$ cat config.mk
export PLATFORM = sky130hd
export DESIGN_NAME = serial_port_control
export DESIGN_NICKNAME = d
export VERILOG_FILES = /design/src/hdl/serial_port_control.v
export VERILOG_INCLUDE_DIRS = /design/src /design/src/hdl
export SDC_FILE = /design/constraint.sdc
export NUM_CORES = 1
export LEC_CHECK = 0
export ABC_AREA = 1
export BUFFER_PORTS_ARGS = -buffer_cell sky130_fd_sc_hd__buf_2
export CORE_UTILIZATION = 53
export CTS_BUF_LIST = sky130_fd_sc_hd__clkbuf_4
export DETAILED_ROUTE_END_ITERATION = 6
export GPL_TIMING_DRIVEN = 0
export PLACE_DENSITY = 0.75
export SLEW_MARGIN = 30
export SYNTH_ARGS = -nofsm -noshare
export SYNTH_HDL_FRONTEND = slang
export SYNTH_SLANG_ARGS = --single-unit
export TNS_END_PERCENT = 20
$ cat constraint.sdc
create_clock -name clk_in -period 2.54 [get_ports clk_in]
set_clock_uncertainty 0.2 [all_clocks]
set_input_delay 0 -clock clk_in [delete_from_list [all_inputs] [get_ports clk_in]]
set_output_delay 0 -clock clk_in [all_outputs]
set_load 0.005 [all_outputs]
$ cat src/hdl/serial_port_regs.vh
`ifndef SERIAL_PORT_REGS_VH
`define SERIAL_PORT_REGS_VH
`define SERIAL_CONTROL_ADDR 16'hFF70
`define SERIAL_FORMAT_ADDR 16'hFF71
`define SERIAL_DATA_LOW_ADDR 16'hFF72
`define SERIAL_DATA_HIGH_ADDR 16'hFF73
`define SERIAL_IRQ_FLAG_ADDR 16'hFFF2
`define SERIAL_IRQ_MASK_ADDR 16'hFFE2
`define CTRL_FUNC_SEL_BIT 0
`define CTRL_TRIGGER_BIT 1
`define CTRL_OUT_EN_BIT 2
`define FMT_SRC_LO_BIT 0
`define FMT_SRC_HI_BIT 1
`define FMT_PHASE_BIT 2
`define FMT_ORDER_BIT 3
`define CONTROL_RESET 4'h0
`define FORMAT_RESET 4'h0
`define SRC_SLAVE 2'h0
`define SRC_RESERVED 2'h1
`define SRC_OSC_HALF 2'h2
`define SRC_OSC 2'h3
`define BITS_PER_TRANSFER 4'h8
`endif

$ cat src/hdl/serial_port_control.v
`timescale 1ns/100ps
`include "serial_port_regs.vh"
module serial_port_control #(
  parameter POSITIVE_POLARITY = 1'b1
) (
  input wire clk_in,
  input wire nrst_in,
  input wire clk_en_in,
  input wire [15:0] addr_in,
  input wire [3:0] wdata_in,
  input wire write_in,
  input wire read_in,
  output reg [3:0] rdata_out,
  input wire low_speed_oscillator_in,
  input wire serial_input_pin_in,
  input wire serial_clock_pin_in,
  output reg serial_clock_pin_out,
  output wire serial_clock_pin_oe_out,
  output reg serial_output_pin_out,
  output wire serial_output_pin_oe_out,
  output wire slave_ready_pin_out,
  output wire slave_ready_pin_oe_out,
  output wire serial_function_select_out,
  output wire clock_pin_pulldown_out,
  input wire clock_pin_pulldown_reg_in,
  output wire serial_irq_out,
  output wire [7:0] rx_data_out,
  output wire rx_valid_out,
  input wire rx_ready_in
);
  reg [3:0] control_q;
  reg [3:0] format_q;
  reg [7:0] shift_q;
  reg running_q;
  reg [3:0] count_q;
  reg irq_flag_q;
  reg irq_mask_q;
  reg osc_s1_q;
  reg osc_s2_q;
  reg osc_s3_q;
  reg osc_lvl_q;
  reg sck_s1_q;
  reg sck_s2_q;
  reg sck_s3_q;
  reg sck_lvl_q;
  reg sin_s1_q;
  reg sin_s2_q;
  reg sin_s3_q;
  reg sin_lvl_q;
  reg half_q;
  reg [7:0] buf0_q;
  reg [7:0] buf1_q;
  reg [1:0] buf_cnt_q;
  reg int_rise;
  reg int_fall;
  reg [3:0] read_word;

  // Decoded fields of the two setup registers
  wire func_sel = control_q[`CTRL_FUNC_SEL_BIT];
  wire out_en = control_q[`CTRL_OUT_EN_BIT];
  wire [1:0] src = {format_q[`FMT_SRC_HI_BIT], format_q[`FMT_SRC_LO_BIT]};
  wire slave_mode = (src == `SRC_SLAVE);
  wire msb_first = format_q[`FMT_ORDER_BIT];
  wire phase = format_q[`FMT_PHASE_BIT];

  // Register strobes
  wire sel_ctrl = (addr_in == `SERIAL_CONTROL_ADDR);
  wire sel_fmt = (addr_in == `SERIAL_FORMAT_ADDR);
  wire sel_low = (addr_in == `SERIAL_DATA_LOW_ADDR);
  wire sel_high = (addr_in == `SERIAL_DATA_HIGH_ADDR);
  wire sel_flag = (addr_in == `SERIAL_IRQ_FLAG_ADDR);
  wire sel_mask = (addr_in == `SERIAL_IRQ_MASK_ADDR);
  wire wr_ctrl = write_in & sel_ctrl;
  wire wr_fmt = write_in & sel_fmt;
  wire wr_mask = write_in & sel_mask;
  wire clr_flag = write_in & sel_flag & wdata_in[0];

  // Change accepted only when second and third stages agree
  wire osc_agree = (osc_s2_q == osc_s3_q);
  wire osc_rise = osc_agree & osc_s2_q & ~osc_lvl_q;
  wire sck_agree = (sck_s2_q == sck_s3_q);
  wire sck_rise = sck_agree & sck_s2_q & ~sck_lvl_q;
  wire sck_fall = sck_agree & ~sck_s2_q & sck_lvl_q;
  wire sin_now = (sin_s2_q == sin_s3_q) ? sin_s2_q : sin_lvl_q;

  // Internal clock edges come from the synchronised oscillator
  always @* begin
    int_rise = 1'b0;
    int_fall = 1'b0;
    if (src == `SRC_OSC) begin
      int_rise = osc_rise & ~serial_clock_pin_out;
      int_fall = osc_rise & serial_clock_pin_out;
    end else if (src == `SRC_OSC_HALF) begin
      int_rise = osc_rise & half_q & ~serial_clock_pin_out;
      int_fall = osc_rise & half_q & serial_clock_pin_out;
    end
  end

  wire edge_a = slave_mode ? sck_rise : int_rise;
  wire edge_b = slave_mode ? sck_fall : int_fall;
  // Leading edge shifts out, trailing edge samples; phase swaps them
  wire lead = (POSITIVE_POLARITY ^ phase) ? edge_b : edge_a;
  wire trail = (POSITIVE_POLARITY ^ phase) ? edge_a : edge_b;
  wire out_bit = msb_first ? shift_q[7] : shift_q[0];
  wire buf_ready = (buf_cnt_q != 2'h2);
  // A full buffer holds off the next start so no word is lost.
  // Function select comes from the same write, so one access can
  // both hand the pins over and trigger.
  wire start = wr_ctrl & wdata_in[`CTRL_TRIGGER_BIT]
    & wdata_in[`CTRL_FUNC_SEL_BIT] & (src != `SRC_RESERVED)
    & buf_ready & ~running_q;
  wire last = running_q & trail
    & (count_q == `BITS_PER_TRANSFER - 4'h1);

  // Pins and oscillator are asynchronous; the clock pin chain resets
  // to its idle level so no false edge follows reset
  always @(posedge clk_in or negedge nrst_in) begin
    if (!nrst_in) begin
      osc_s1_q <= 1'b0;
      osc_s2_q <= 1'b0;
      osc_s3_q <= 1'b0;
      osc_lvl_q <= 1'b0;
      sck_s1_q <= POSITIVE_POLARITY;
      sck_s2_q <= POSITIVE_POLARITY;
      sck_s3_q <= POSITIVE_POLARITY;
      sck_lvl_q <= POSITIVE_POLARITY;
      sin_s1_q <= 1'b0;
      sin_s2_q <= 1'b0;
      sin_s3_q <= 1'b0;
      sin_lvl_q <= 1'b0;
      half_q <= 1'b0;
    end else if (clk_en_in) begin
      osc_s1_q <= low_speed_oscillator_in;
      osc_s2_q <= osc_s1_q;
      osc_s3_q <= osc_s2_q;
      if (osc_agree) begin
        osc_lvl_q <= osc_s2_q;
      end
      sck_s1_q <= serial_clock_pin_in;
      sck_s2_q <= sck_s1_q;
      sck_s3_q <= sck_s2_q;
      if (sck_agree) begin
        sck_lvl_q <= sck_s2_q;
      end
      sin_s1_q <= serial_input_pin_in;
      sin_s2_q <= sin_s1_q;
      sin_s3_q <= sin_s2_q;
      sin_lvl_q <= sin_now;
      if (osc_rise) begin
        half_q <= ~half_q;
      end
    end
  end

  // Setup registers; format is frozen while a transfer runs
  always @(posedge clk_in or negedge nrst_in) begin
    if (!nrst_in) begin
      control_q <= `CONTROL_RESET;
      format_q <= `FORMAT_RESET;
      irq_mask_q <= 1'b0;
    end else if (clk_en_in) begin
      if (wr_ctrl) begin
        control_q[`CTRL_FUNC_SEL_BIT] <= wdata_in[`CTRL_FUNC_SEL_BIT];
        control_q[`CTRL_OUT_EN_BIT] <= wdata_in[`CTRL_OUT_EN_BIT];
      end
      if (wr_fmt && !running_q) begin
        format_q <= wdata_in;
      end
      if (wr_mask) begin
        irq_mask_q <= wdata_in[0];
      end
    end
  end

  // Set beats clear in the same cycle so no event is dropped
  always @(posedge clk_in or negedge nrst_in) begin
    if (!nrst_in) begin
      irq_flag_q <= 1'b0;
    end else if (clk_en_in) begin
      if (last) begin
        irq_flag_q <= 1'b1;
      end else if (clr_flag) begin
        irq_flag_q <= 1'b0;
      end
    end
  end

  // Transfer engine: bit counter, run status and the two pin drivers
  always @(posedge clk_in or negedge nrst_in) begin
    if (!nrst_in) begin
      running_q <= 1'b0;
      count_q <= 4'h0;
      serial_clock_pin_out <= POSITIVE_POLARITY;
      serial_output_pin_out <= 1'b0;
    end else if (clk_en_in) begin
      if (start) begin
        running_q <= 1'b1;
        count_q <= 4'h0;
        serial_output_pin_out <= out_bit;
      end else if (running_q) begin
        if (!slave_mode && (int_rise || int_fall)) begin
          serial_clock_pin_out <= ~serial_clock_pin_out;
        end
        // First bit already stands from the trigger
        if (lead && count_q != 4'h0) begin
          serial_output_pin_out <= out_bit;
        end
        if (trail) begin
          count_q <= count_q + 4'h1;
        end
        if (last) begin
          running_q <= 1'b0;
        end
      end else begin
        serial_clock_pin_out <= POSITIVE_POLARITY;
      end
    end
  end

  // Data register has no reset: contents undefined until written
  always @(posedge clk_in) begin
    if (clk_en_in) begin
      if (running_q && trail) begin
        if (msb_first) begin
          shift_q <= {shift_q[6:0], sin_now};
        end else begin
          shift_q <= {sin_now, shift_q[7:1]};
        end
      end else if (write_in && !running_q) begin
        if (sel_low) begin
          shift_q[3:0] <= wdata_in;
        end
        if (sel_high) begin
          shift_q[7:4] <= wdata_in;
        end
      end
    end
  end

  // Two-entry receive buffer fed at the end of each transfer
  wire push = last & buf_ready;
  wire pop = rx_valid_out & rx_ready_in;
  wire [7:0] rx_word = msb_first ? {shift_q[6:0], sin_now}
    : {sin_now, shift_q[7:1]};
  always @(posedge clk_in or negedge nrst_in) begin
    if (!nrst_in) begin
      buf0_q <= 8'h00;
      buf1_q <= 8'h00;
      buf_cnt_q <= 2'h0;
    end else if (clk_en_in) begin
      if (pop) begin
        buf0_q <= buf1_q;
        if (push && buf_cnt_q == 2'h1) begin
          buf0_q <= rx_word;
        end else if (push) begin
          buf1_q <= rx_word;
        end
      end else if (push) begin
        if (buf_cnt_q == 2'h0) begin
          buf0_q <= rx_word;
        end else begin
          buf1_q <= rx_word;
        end
      end
      buf_cnt_q <= buf_cnt_q + {1'b0, push} - {1'b0, pop};
    end
  end
  assign rx_valid_out = (buf_cnt_q != 2'h0);
  assign rx_data_out = buf0_q;

  // Register view by address
  always @* begin
    read_word = 4'h0;
    case (addr_in)
      `SERIAL_CONTROL_ADDR: begin
        read_word = {1'b0, out_en, running_q, func_sel};
      end
      `SERIAL_FORMAT_ADDR: begin
        read_word = format_q;
      end
      `SERIAL_DATA_LOW_ADDR: begin
        read_word = shift_q[3:0];
      end
      `SERIAL_DATA_HIGH_ADDR: begin
        read_word = shift_q[7:4];
      end
      `SERIAL_IRQ_FLAG_ADDR: begin
        read_word = {3'h0, irq_flag_q};
      end
      `SERIAL_IRQ_MASK_ADDR: begin
        read_word = {3'h0, irq_mask_q};
      end
      default: begin
        read_word = 4'h0;
      end
    endcase
  end

  // Zero outside a read so several units can share the read bus
  always @* begin
    rdata_out = 4'h0;
    if (read_in) begin
      rdata_out = read_word;
    end
  end

  // Pin control for the shared port pins
  assign serial_function_select_out = func_sel;
  assign serial_output_pin_oe_out = func_sel & out_en;
  assign serial_clock_pin_oe_out = func_sel & ~slave_mode;
  // Slave ready is low-active: low while the port waits for clocks
  assign slave_ready_pin_out = ~running_q;
  assign slave_ready_pin_oe_out = func_sel & slave_mode;
  assign clock_pin_pulldown_out = func_sel & slave_mode
    & clock_pin_pulldown_reg_in;
  assign serial_irq_out = irq_flag_q & irq_mask_q;
endmodule

# After elaboration in Yosys (flattened, before gate mapping)
# Cells that the tools add are included.
# word_totals
out_inout_bits	22
elab_cells	162
reg_bits	54
# classes
reduce_logical	37
bitwise_logic	38
n_eq_ne	18
n_addsub	3
muxes	39
# ops
operator	n
$eq A16 B16 Y1 const B	6
$mux W8	12
$and A1 B1 Y1	30
$mux W4	6
$pmux W4 S6	1
$reduce_bool A2 Y1	11
$mux W1	20
$reduce_and A3 Y1	6
$reduce_and A2 Y1	7
$not A1 Y1	8
$logic_and A1 B1 Y1	6
$ne A2 B2 Y1 const B	3
$reduce_and A5 Y1	1
$add A4 B1 Y4 const B	1
$eq A2 B2 Y1 const B	2
$eq A4 B3 Y1 const B	1
$logic_not A2 Y1	2
$ne A2 B1 Y1 const B	2
$reduce_bool A4 Y1	1
$eq A1 B1 Y1	3
$add A2 B1 Y2	1
$eq A2 B1 Y1 const B	1
$logic_not A1 Y1	2
$sub A2 B1 Y2	1
$logic_or A1 B1 Y1	1

# Longest topological paths before layout
# depth
word_depth	15
mapped_depth	15

# Worst setup path after synthesis
# Ideal clock, no wire load.
# synth_timing
path_type	flip-flop to flip-flop
startpoint	register osc_s2_q
endpoint	register buf_cnt_q[1]
slack_ns	0.127
path_stages_with_launch	15
setup_time_ns	0.131
arrival_ns	2.082
t_required_ns	2.209
cell_sequence	dfrtp_1 -> ha_1 -> nand3_2 -> nor2_2 -> nand2_1 -> nand3_2 -> nand2_4 -> nor2_8 -> nand3b_4 -> ha_1 -> inv_1 -> ha_1 -> a21oi_1 -> o21ai_0 -> xor2_1
# synth_via
elab_chain_cells	14
elab_cells_between_ends	20
cone_classes	add/sub (2); eq/ne (1); mux (7); bitwise (10)
# synth_rtl
item	line_no	rtl
start, declared	serial_port_control.v:39	reg osc_s2_q;
start signal, assigned	serial_port_control.v:134	osc_s2_q <= osc_s1_q;
$eq A1 B1 Y1	serial_port_control.v:79	wire osc_agree = (osc_s2_q == osc_s3_q);
$and A1 B1 Y1 * (2 in series)	serial_port_control.v:80	wire osc_rise = osc_agree & osc_s2_q & ~osc_lvl_q;
$and A1 B1 Y1	serial_port_control.v:94, serial_port_control.v:95	
$and A1 B1 Y1, on equally long branches	serial_port_control.v:94, serial_port_control.v:95	
$mux W1	serial_port_control.v:93	end else if (src == `SRC_OSC_HALF) begin
$mux W1	serial_port_control.v:90	if (src == `SRC_OSC) begin
$mux W1, on equally long branches	serial_port_control.v:99, serial_port_control.v:100	
$mux W1 *	serial_port_control.v:103	wire trail = (POSITIVE_POLARITY ^ phase) ? edge_a : edge_b;
$and A1 B1 Y1 * (2 in series)	serial_port_control.v:112	wire last = running_q & trail
$and A1 B1 Y1 *	serial_port_control.v:241	wire push = last & buf_ready;
$add A2 B1 Y2 *	serial_port_control.v:265	buf_cnt_q <= buf_cnt_q + {1'b0, push} - {1'b0, pop};
$sub A2 B1 Y2 *	serial_port_control.v:265	
end signal, assigned	serial_port_control.v:265	
end, declared	serial_port_control.v:53	reg [1:0] buf_cnt_q;
# Mark *: on every way between the ends. The rest lies on a longest branch, timed or not.
# A chain may end at the register's enable or synchronous reset.

# Worst setup path after layout
# Ends and elaborated chain as after synthesis.

==> impl_table.tex <==
\begin{tabular}{lr}
\hline
Metric & Value \\
\hline
\multicolumn{2}{l}{\textbf{Logic synthesis}} \\
\quad Count of unique library cells instantiated by Yosys & 33 \\
\quad Synth area leader & sky130\_fd\_sc\_hd\_\_dfrtp\_1 \\
\quad Most common cell in the synthesized netlist & sky130\_fd\_sc\_hd\_\_nand2\_1 \\
\quad Count of flip-flops with a built-in enable after synthesis & 8 \\
\quad Most common library cells after synthesis & sky130\_fd\_sc\_hd\_\_nand2\_1 (118), sky130\_fd\_sc\_hd\_\_inv\_1 (60), sky130\_fd\_sc\_hd\_\_nand3\_1 (44) \\
\quad Largest cells by area after synthesis & sky130\_fd\_sc\_hd\_\_dfrtp\_1 (32\%), sky130\_fd\_sc\_hd\_\_nand2\_1 (14\%), sky130\_fd\_sc\_hd\_\_edfxtp\_1 (7.6\%) \\
\quad Ys flop type & sky130\_fd\_sc\_hd\_\_dfrtp\_1 \\
\quad Post-Synthesis Net Count & 448 \\
\quad Gate Count Post-Synth & 410 \\
\quad Share of synthesized flip-flops with an asynchronous set or reset & 85.2\% \\
\quad Sequential share of the synthesized area & 43.9\% \\
\quad Share of the synthesized area in the top cell type & 32.3\% \\
\quad Syn Area/Cell & 7.76 sq um \\
\quad Total of flip-flops plus latches after synthesis & 54 \\
\quad Warning count from the yosys run & 0 \\
\quad Post-synthesis cell area & 3180 sq um \\
\multicolumn{2}{l}{\textbf{Layout}} \\
\quad Nets@finish & 537 \\
\quad Ratio of cells with drive above 1 in the final layout & 18.6\% \\
\quad Util after Layout & 69.7\% \\
\quad Fillers & 467 \\
\quad Antenna cells & 0 \\
\quad Synthesis-to-layout area growth & 23.6\% \\
\multicolumn{2}{l}{\textbf{Timing}} \\
\quad Tightest Pin Transition & 706 ps \\
\quad Max-slew headroom at the worst pin & 52.5\% \\
\quad Count of final setup violators & 0 \\
\quad Share of the clock period used by the worst path & 94.3\% \\
\quad Setup repair after global routing missed its margin & false \\
\quad Pins over their slew limit & 0 \\
\quad Count of final hold-check violations & 0 \\
\quad Final worst path period need & 2390 ps \\
\quad Max Clk Rate & 418 MHz \\
\quad Hold slack & 34.0 ps \\
\multicolumn{2}{l}{\textbf{CTS}} \\
\quad CTS sink cnt & 54 \\
\quad Clock tree from TritonCTS & built \\
\quad Number of buffers on the longest clock path & 2 \\
\quad H-tree level count & 2 \\
\quad Total CTS buffers & 5 \\
\quad CTS clock-pin slew for the worst setup and hold paths & 160 ps \\
\quad Clk root buf & sky130\_fd\_sc\_hd\_\_clkbuf\_4 \\
\quad Clock latency reported for the late side of the worst-skew pair & 390 ps \\
\multicolumn{2}{l}{\textbf{Floorplanning}} \\
\quad Die outline area & 6310 sq um \\
\quad Die Y & 79.5 microns \\
\quad Die X-Extent & 79.5 microns \\
\quad Ports placed on the boundary & 52 \\
\quad Initial Util & 56.4\% \\
\quad Placeable Area & 5640 sq um \\
\quad Standard-cell row count & 27 \\
\multicolumn{2}{l}{\textbf{Routing}} \\
\quad Total number of vias & 3063 \\
\quad DRC viols & 0 \\
\quad Post-detailed-routing wire length & 7.94 mm \\
\quad Starting DRC count in detailed routing & 257 \\
\quad Pre-antenna DRT Iters & 5 \\
\quad Antenna-violating nets left & 0 \\
\quad Via-to-Cell Ratio & 5.35 \\
\quad Routed wire per std cell & 13.9 microns \\
\multicolumn{2}{l}{\textbf{Place}} \\
\quad Total of buffers placed on input and output ports & 51 \\
\quad Routability Congestion & 0.845 \\
\quad Half-perimeter wire length of the detailed placement result & 5.56 mm \\
\multicolumn{2}{l}{\textbf{Power and ir drop}} \\
\quad Total chip power & 1960 uW \\
\quad Pwr Density & 499 nW/um\^{}2 \\
\quad Static leakage & 0.00214 uW \\
\quad VDD IR max & 0.398 mV \\
\multicolumn{2}{l}{\textbf{Setup path}} \\
\quad Worst setup path class & reg -> reg \\
\quad Required time of the critical path & 2630 ps \\
\quad Critical-path maximum fanout & 3 \\
\quad Crit start category & register \\
\quad CP arrival & 2480 ps \\
\quad Worst setup EP type & register \\
\multicolumn{2}{l}{\textbf{Min path}} \\
\quad Hold WC Path Type & in -> reg \\
\multicolumn{2}{l}{\textbf{GRT}} \\
\quad Overall routing resource usage & 26.6\% \\
\quad Via count of the first global-routing pass & 2871 \\
\quad Total grt overflow & 0 \\
\quad Number of antenna violations at the first check in global routing & 0 \\
\quad Pin count of the biggest net entering global routing & 42 \\
\quad First-pass GRT wire length & 12.8 mm \\
\multicolumn{2}{l}{\textbf{Run}} \\
\quad Count of maximum capacitance violations & 0 \\
\multicolumn{2}{l}{\textbf{Run status}} \\
\quad Result of the run & complete, no violations \\
\hline
\end{tabular}
## layer usage
metal / share of wire (%) / wire length [microns] / vias up / global-route usage, %
met4: 3.0 / 240 / 0 / 11.8
met2: 48 / 3810 / 120 / 45.6
met3: 5.9 / 468 / 29 / 4.00
met5: 0 / 0 / - / 0
li1: - / - / 1506 / -
met1: 43 / 3420 / 1408 / 32.9
## placed cells by master, fill, tap and decap left out, types with 2 or more instances in the layout
cell type,synthesis,final
sky130_fd_sc_hd__nand2_1,118,116
sky130_fd_sc_hd__inv_1,60,60
sky130_fd_sc_hd__buf_2,0,50
sky130_fd_sc_hd__nand3_1,44,44
sky130_fd_sc_hd__o21ai_0,42,41
sky130_fd_sc_hd__dfrtp_1,41,41
sky130_fd_sc_hd__dlygate4sd3_1,0,24
sky130_fd_sc_hd__nor2_1,25,22
sky130_fd_sc_hd__nand3b_1,9,9
sky130_fd_sc_hd__edfxtp_1,8,8
sky130_fd_sc_hd__buf_4,0,7
sky130_fd_sc_hd__clkbuf_1,6,6
sky130_fd_sc_hd__nor3_1,6,6
sky130_fd_sc_hd__a21oi_1,6,6
sky130_fd_sc_hd__ha_1,8,6
sky130_fd_sc_hd__clkbuf_4,0,5
sky130_fd_sc_hd__dfstp_2,5,5
sky130_fd_sc_hd__nand2_4,3,4
sky130_fd_sc_hd__nand4_1,4,4
sky130_fd_sc_hd__nor2_2,1,3
sky130_fd_sc_hd__nand3_2,3,2
sky130_fd_sc_hd__nand3_4,1,2
sky130_fd_sc_hd__nor2_8,2,2
sky130_fd_sc_hd__o22ai_1,2,2
sky130_fd_sc_hd__and3_1,2,2
sky130_fd_sc_hd__nand2_2,1,2
sky130_fd_sc_hd__nand4_4,2,2
sky130_fd_sc_hd__xor2_1,2,2
sky130_fd_sc_hd__clkinv_1,0,2
## critical path, stage by stage, from the launching register on
cell                       delay, ps
sky130_fd_sc_hd__dfrtp_1         390
sky130_fd_sc_hd__ha_2            190
sky130_fd_sc_hd__nand3_2          90
sky130_fd_sc_hd__nor2_4          160
sky130_fd_sc_hd__nand2_4          70
sky130_fd_sc_hd__nand3_4          70
sky130_fd_sc_hd__nand2_4          70
sky130_fd_sc_hd__nor2_8          120
sky130_fd_sc_hd__nand3b_4        100
sky130_fd_sc_hd__ha_4            280
sky130_fd_sc_hd__inv_1            30
sky130_fd_sc_hd__ha_1            180
sky130_fd_sc_hd__a21oi_1         120
sky130_fd_sc_hd__o21ai_1          90
sky130_fd_sc_hd__xor2_1          140
## sequential cells by signal (all words and copies together), names as in the netlist, 2 cells and up
| name | flops |
|---|---|
| rx_data_out | 8 |
| buf1_q | 8 |
| buf_cnt_q | 2 |
| shift_q | 8 |
| count_q | 4 |
| format_q | 4 |
## final timing paths
| path | from | end | slack [ps] | cells past startpoint |
|---|---|---|---|---|
| max reg2reg | osc_s2_q$_DFFE_PN0P_ | buf_cnt_q[1]$_DFFE_PN0P_ | 150 | 14 |
| max in group asynchronous | nrst_in | irq_flag_q$_DFFE_PN0P_ | 1410 | 4 |
| min in group asynchronous | nrst_in | sck_s2_q$_DFFE_PN1P_ | 480 | 3 |
| min reg2reg | sck_s1_q$_DFFE_PN1P_ | sck_s1_q$_DFFE_PN1P_ | 280 | 2 |
| min | addr_in[7] | running_q$_DFFE_PN0P_ | 30 | 6 |
| max | osc_s2_q$_DFFE_PN0P_ | buf_cnt_q[1]$_DFFE_PN0P_ | 150 | 14 |
## power breakdown
part	leakage [uW]	total (uW)	switching, uW	internal [uW]
sequential	0.000634	1060	66.6	993
combinational	0.00147	518	297	221
clock	0.0000303	385	281	104
total	0.00214	1960	644	1320
## metrics by stage
step                setup WS, ps  setup TNS [ps]  cell area [sq um]  std cells
CTS                         9.01               0               3860        568
floorplan                    127               0               3180        410
finish                       145               0               3930        572
detailed placement          -114            -477               3530        533
global placement           -59.7           -59.7               3530        533
global route                1.88               0               3930        572
## area by class of cell
cell class / instances / area (sq um) / area share [%]
Tap cell: 72 / 90.1 / 2.29
Buffer: 7 / 36.3 / 0.923
Multi-Input combinational cell: 288 / 1560 / 39.7
Clock inverter: 3 / 16.3 / 0.414
Timing Repair Buffer: 82 / 563 / 14.3
Clock buffer: 5 / 37.5 / 0.955
Sequential cell: 54 / 1400 / 35.5
Inverter: 61 / 229 / 5.82
## cells by family after synthesis
family	after synthesis	synth area share, %
AOI/OAI and AO/OA	53	8.69
adders and majority gates	8	3.15
and+or+nand+nor	223	34.7
DFF	54	43.9
xor gates and xnor gates	3	0.826
buffers and inverters	68	8.34
muxes	1	0.315
## repair_timing
action                     4_1_cts  5_1_grt
setup endpoints to repair        9       14
gates resized for setup          1       10
setup buffers                    2        4
hold buffers                    25        0
hold endpoints to repair        85        0
pin swaps                        1        5
(Power assumes the default switching activity.)
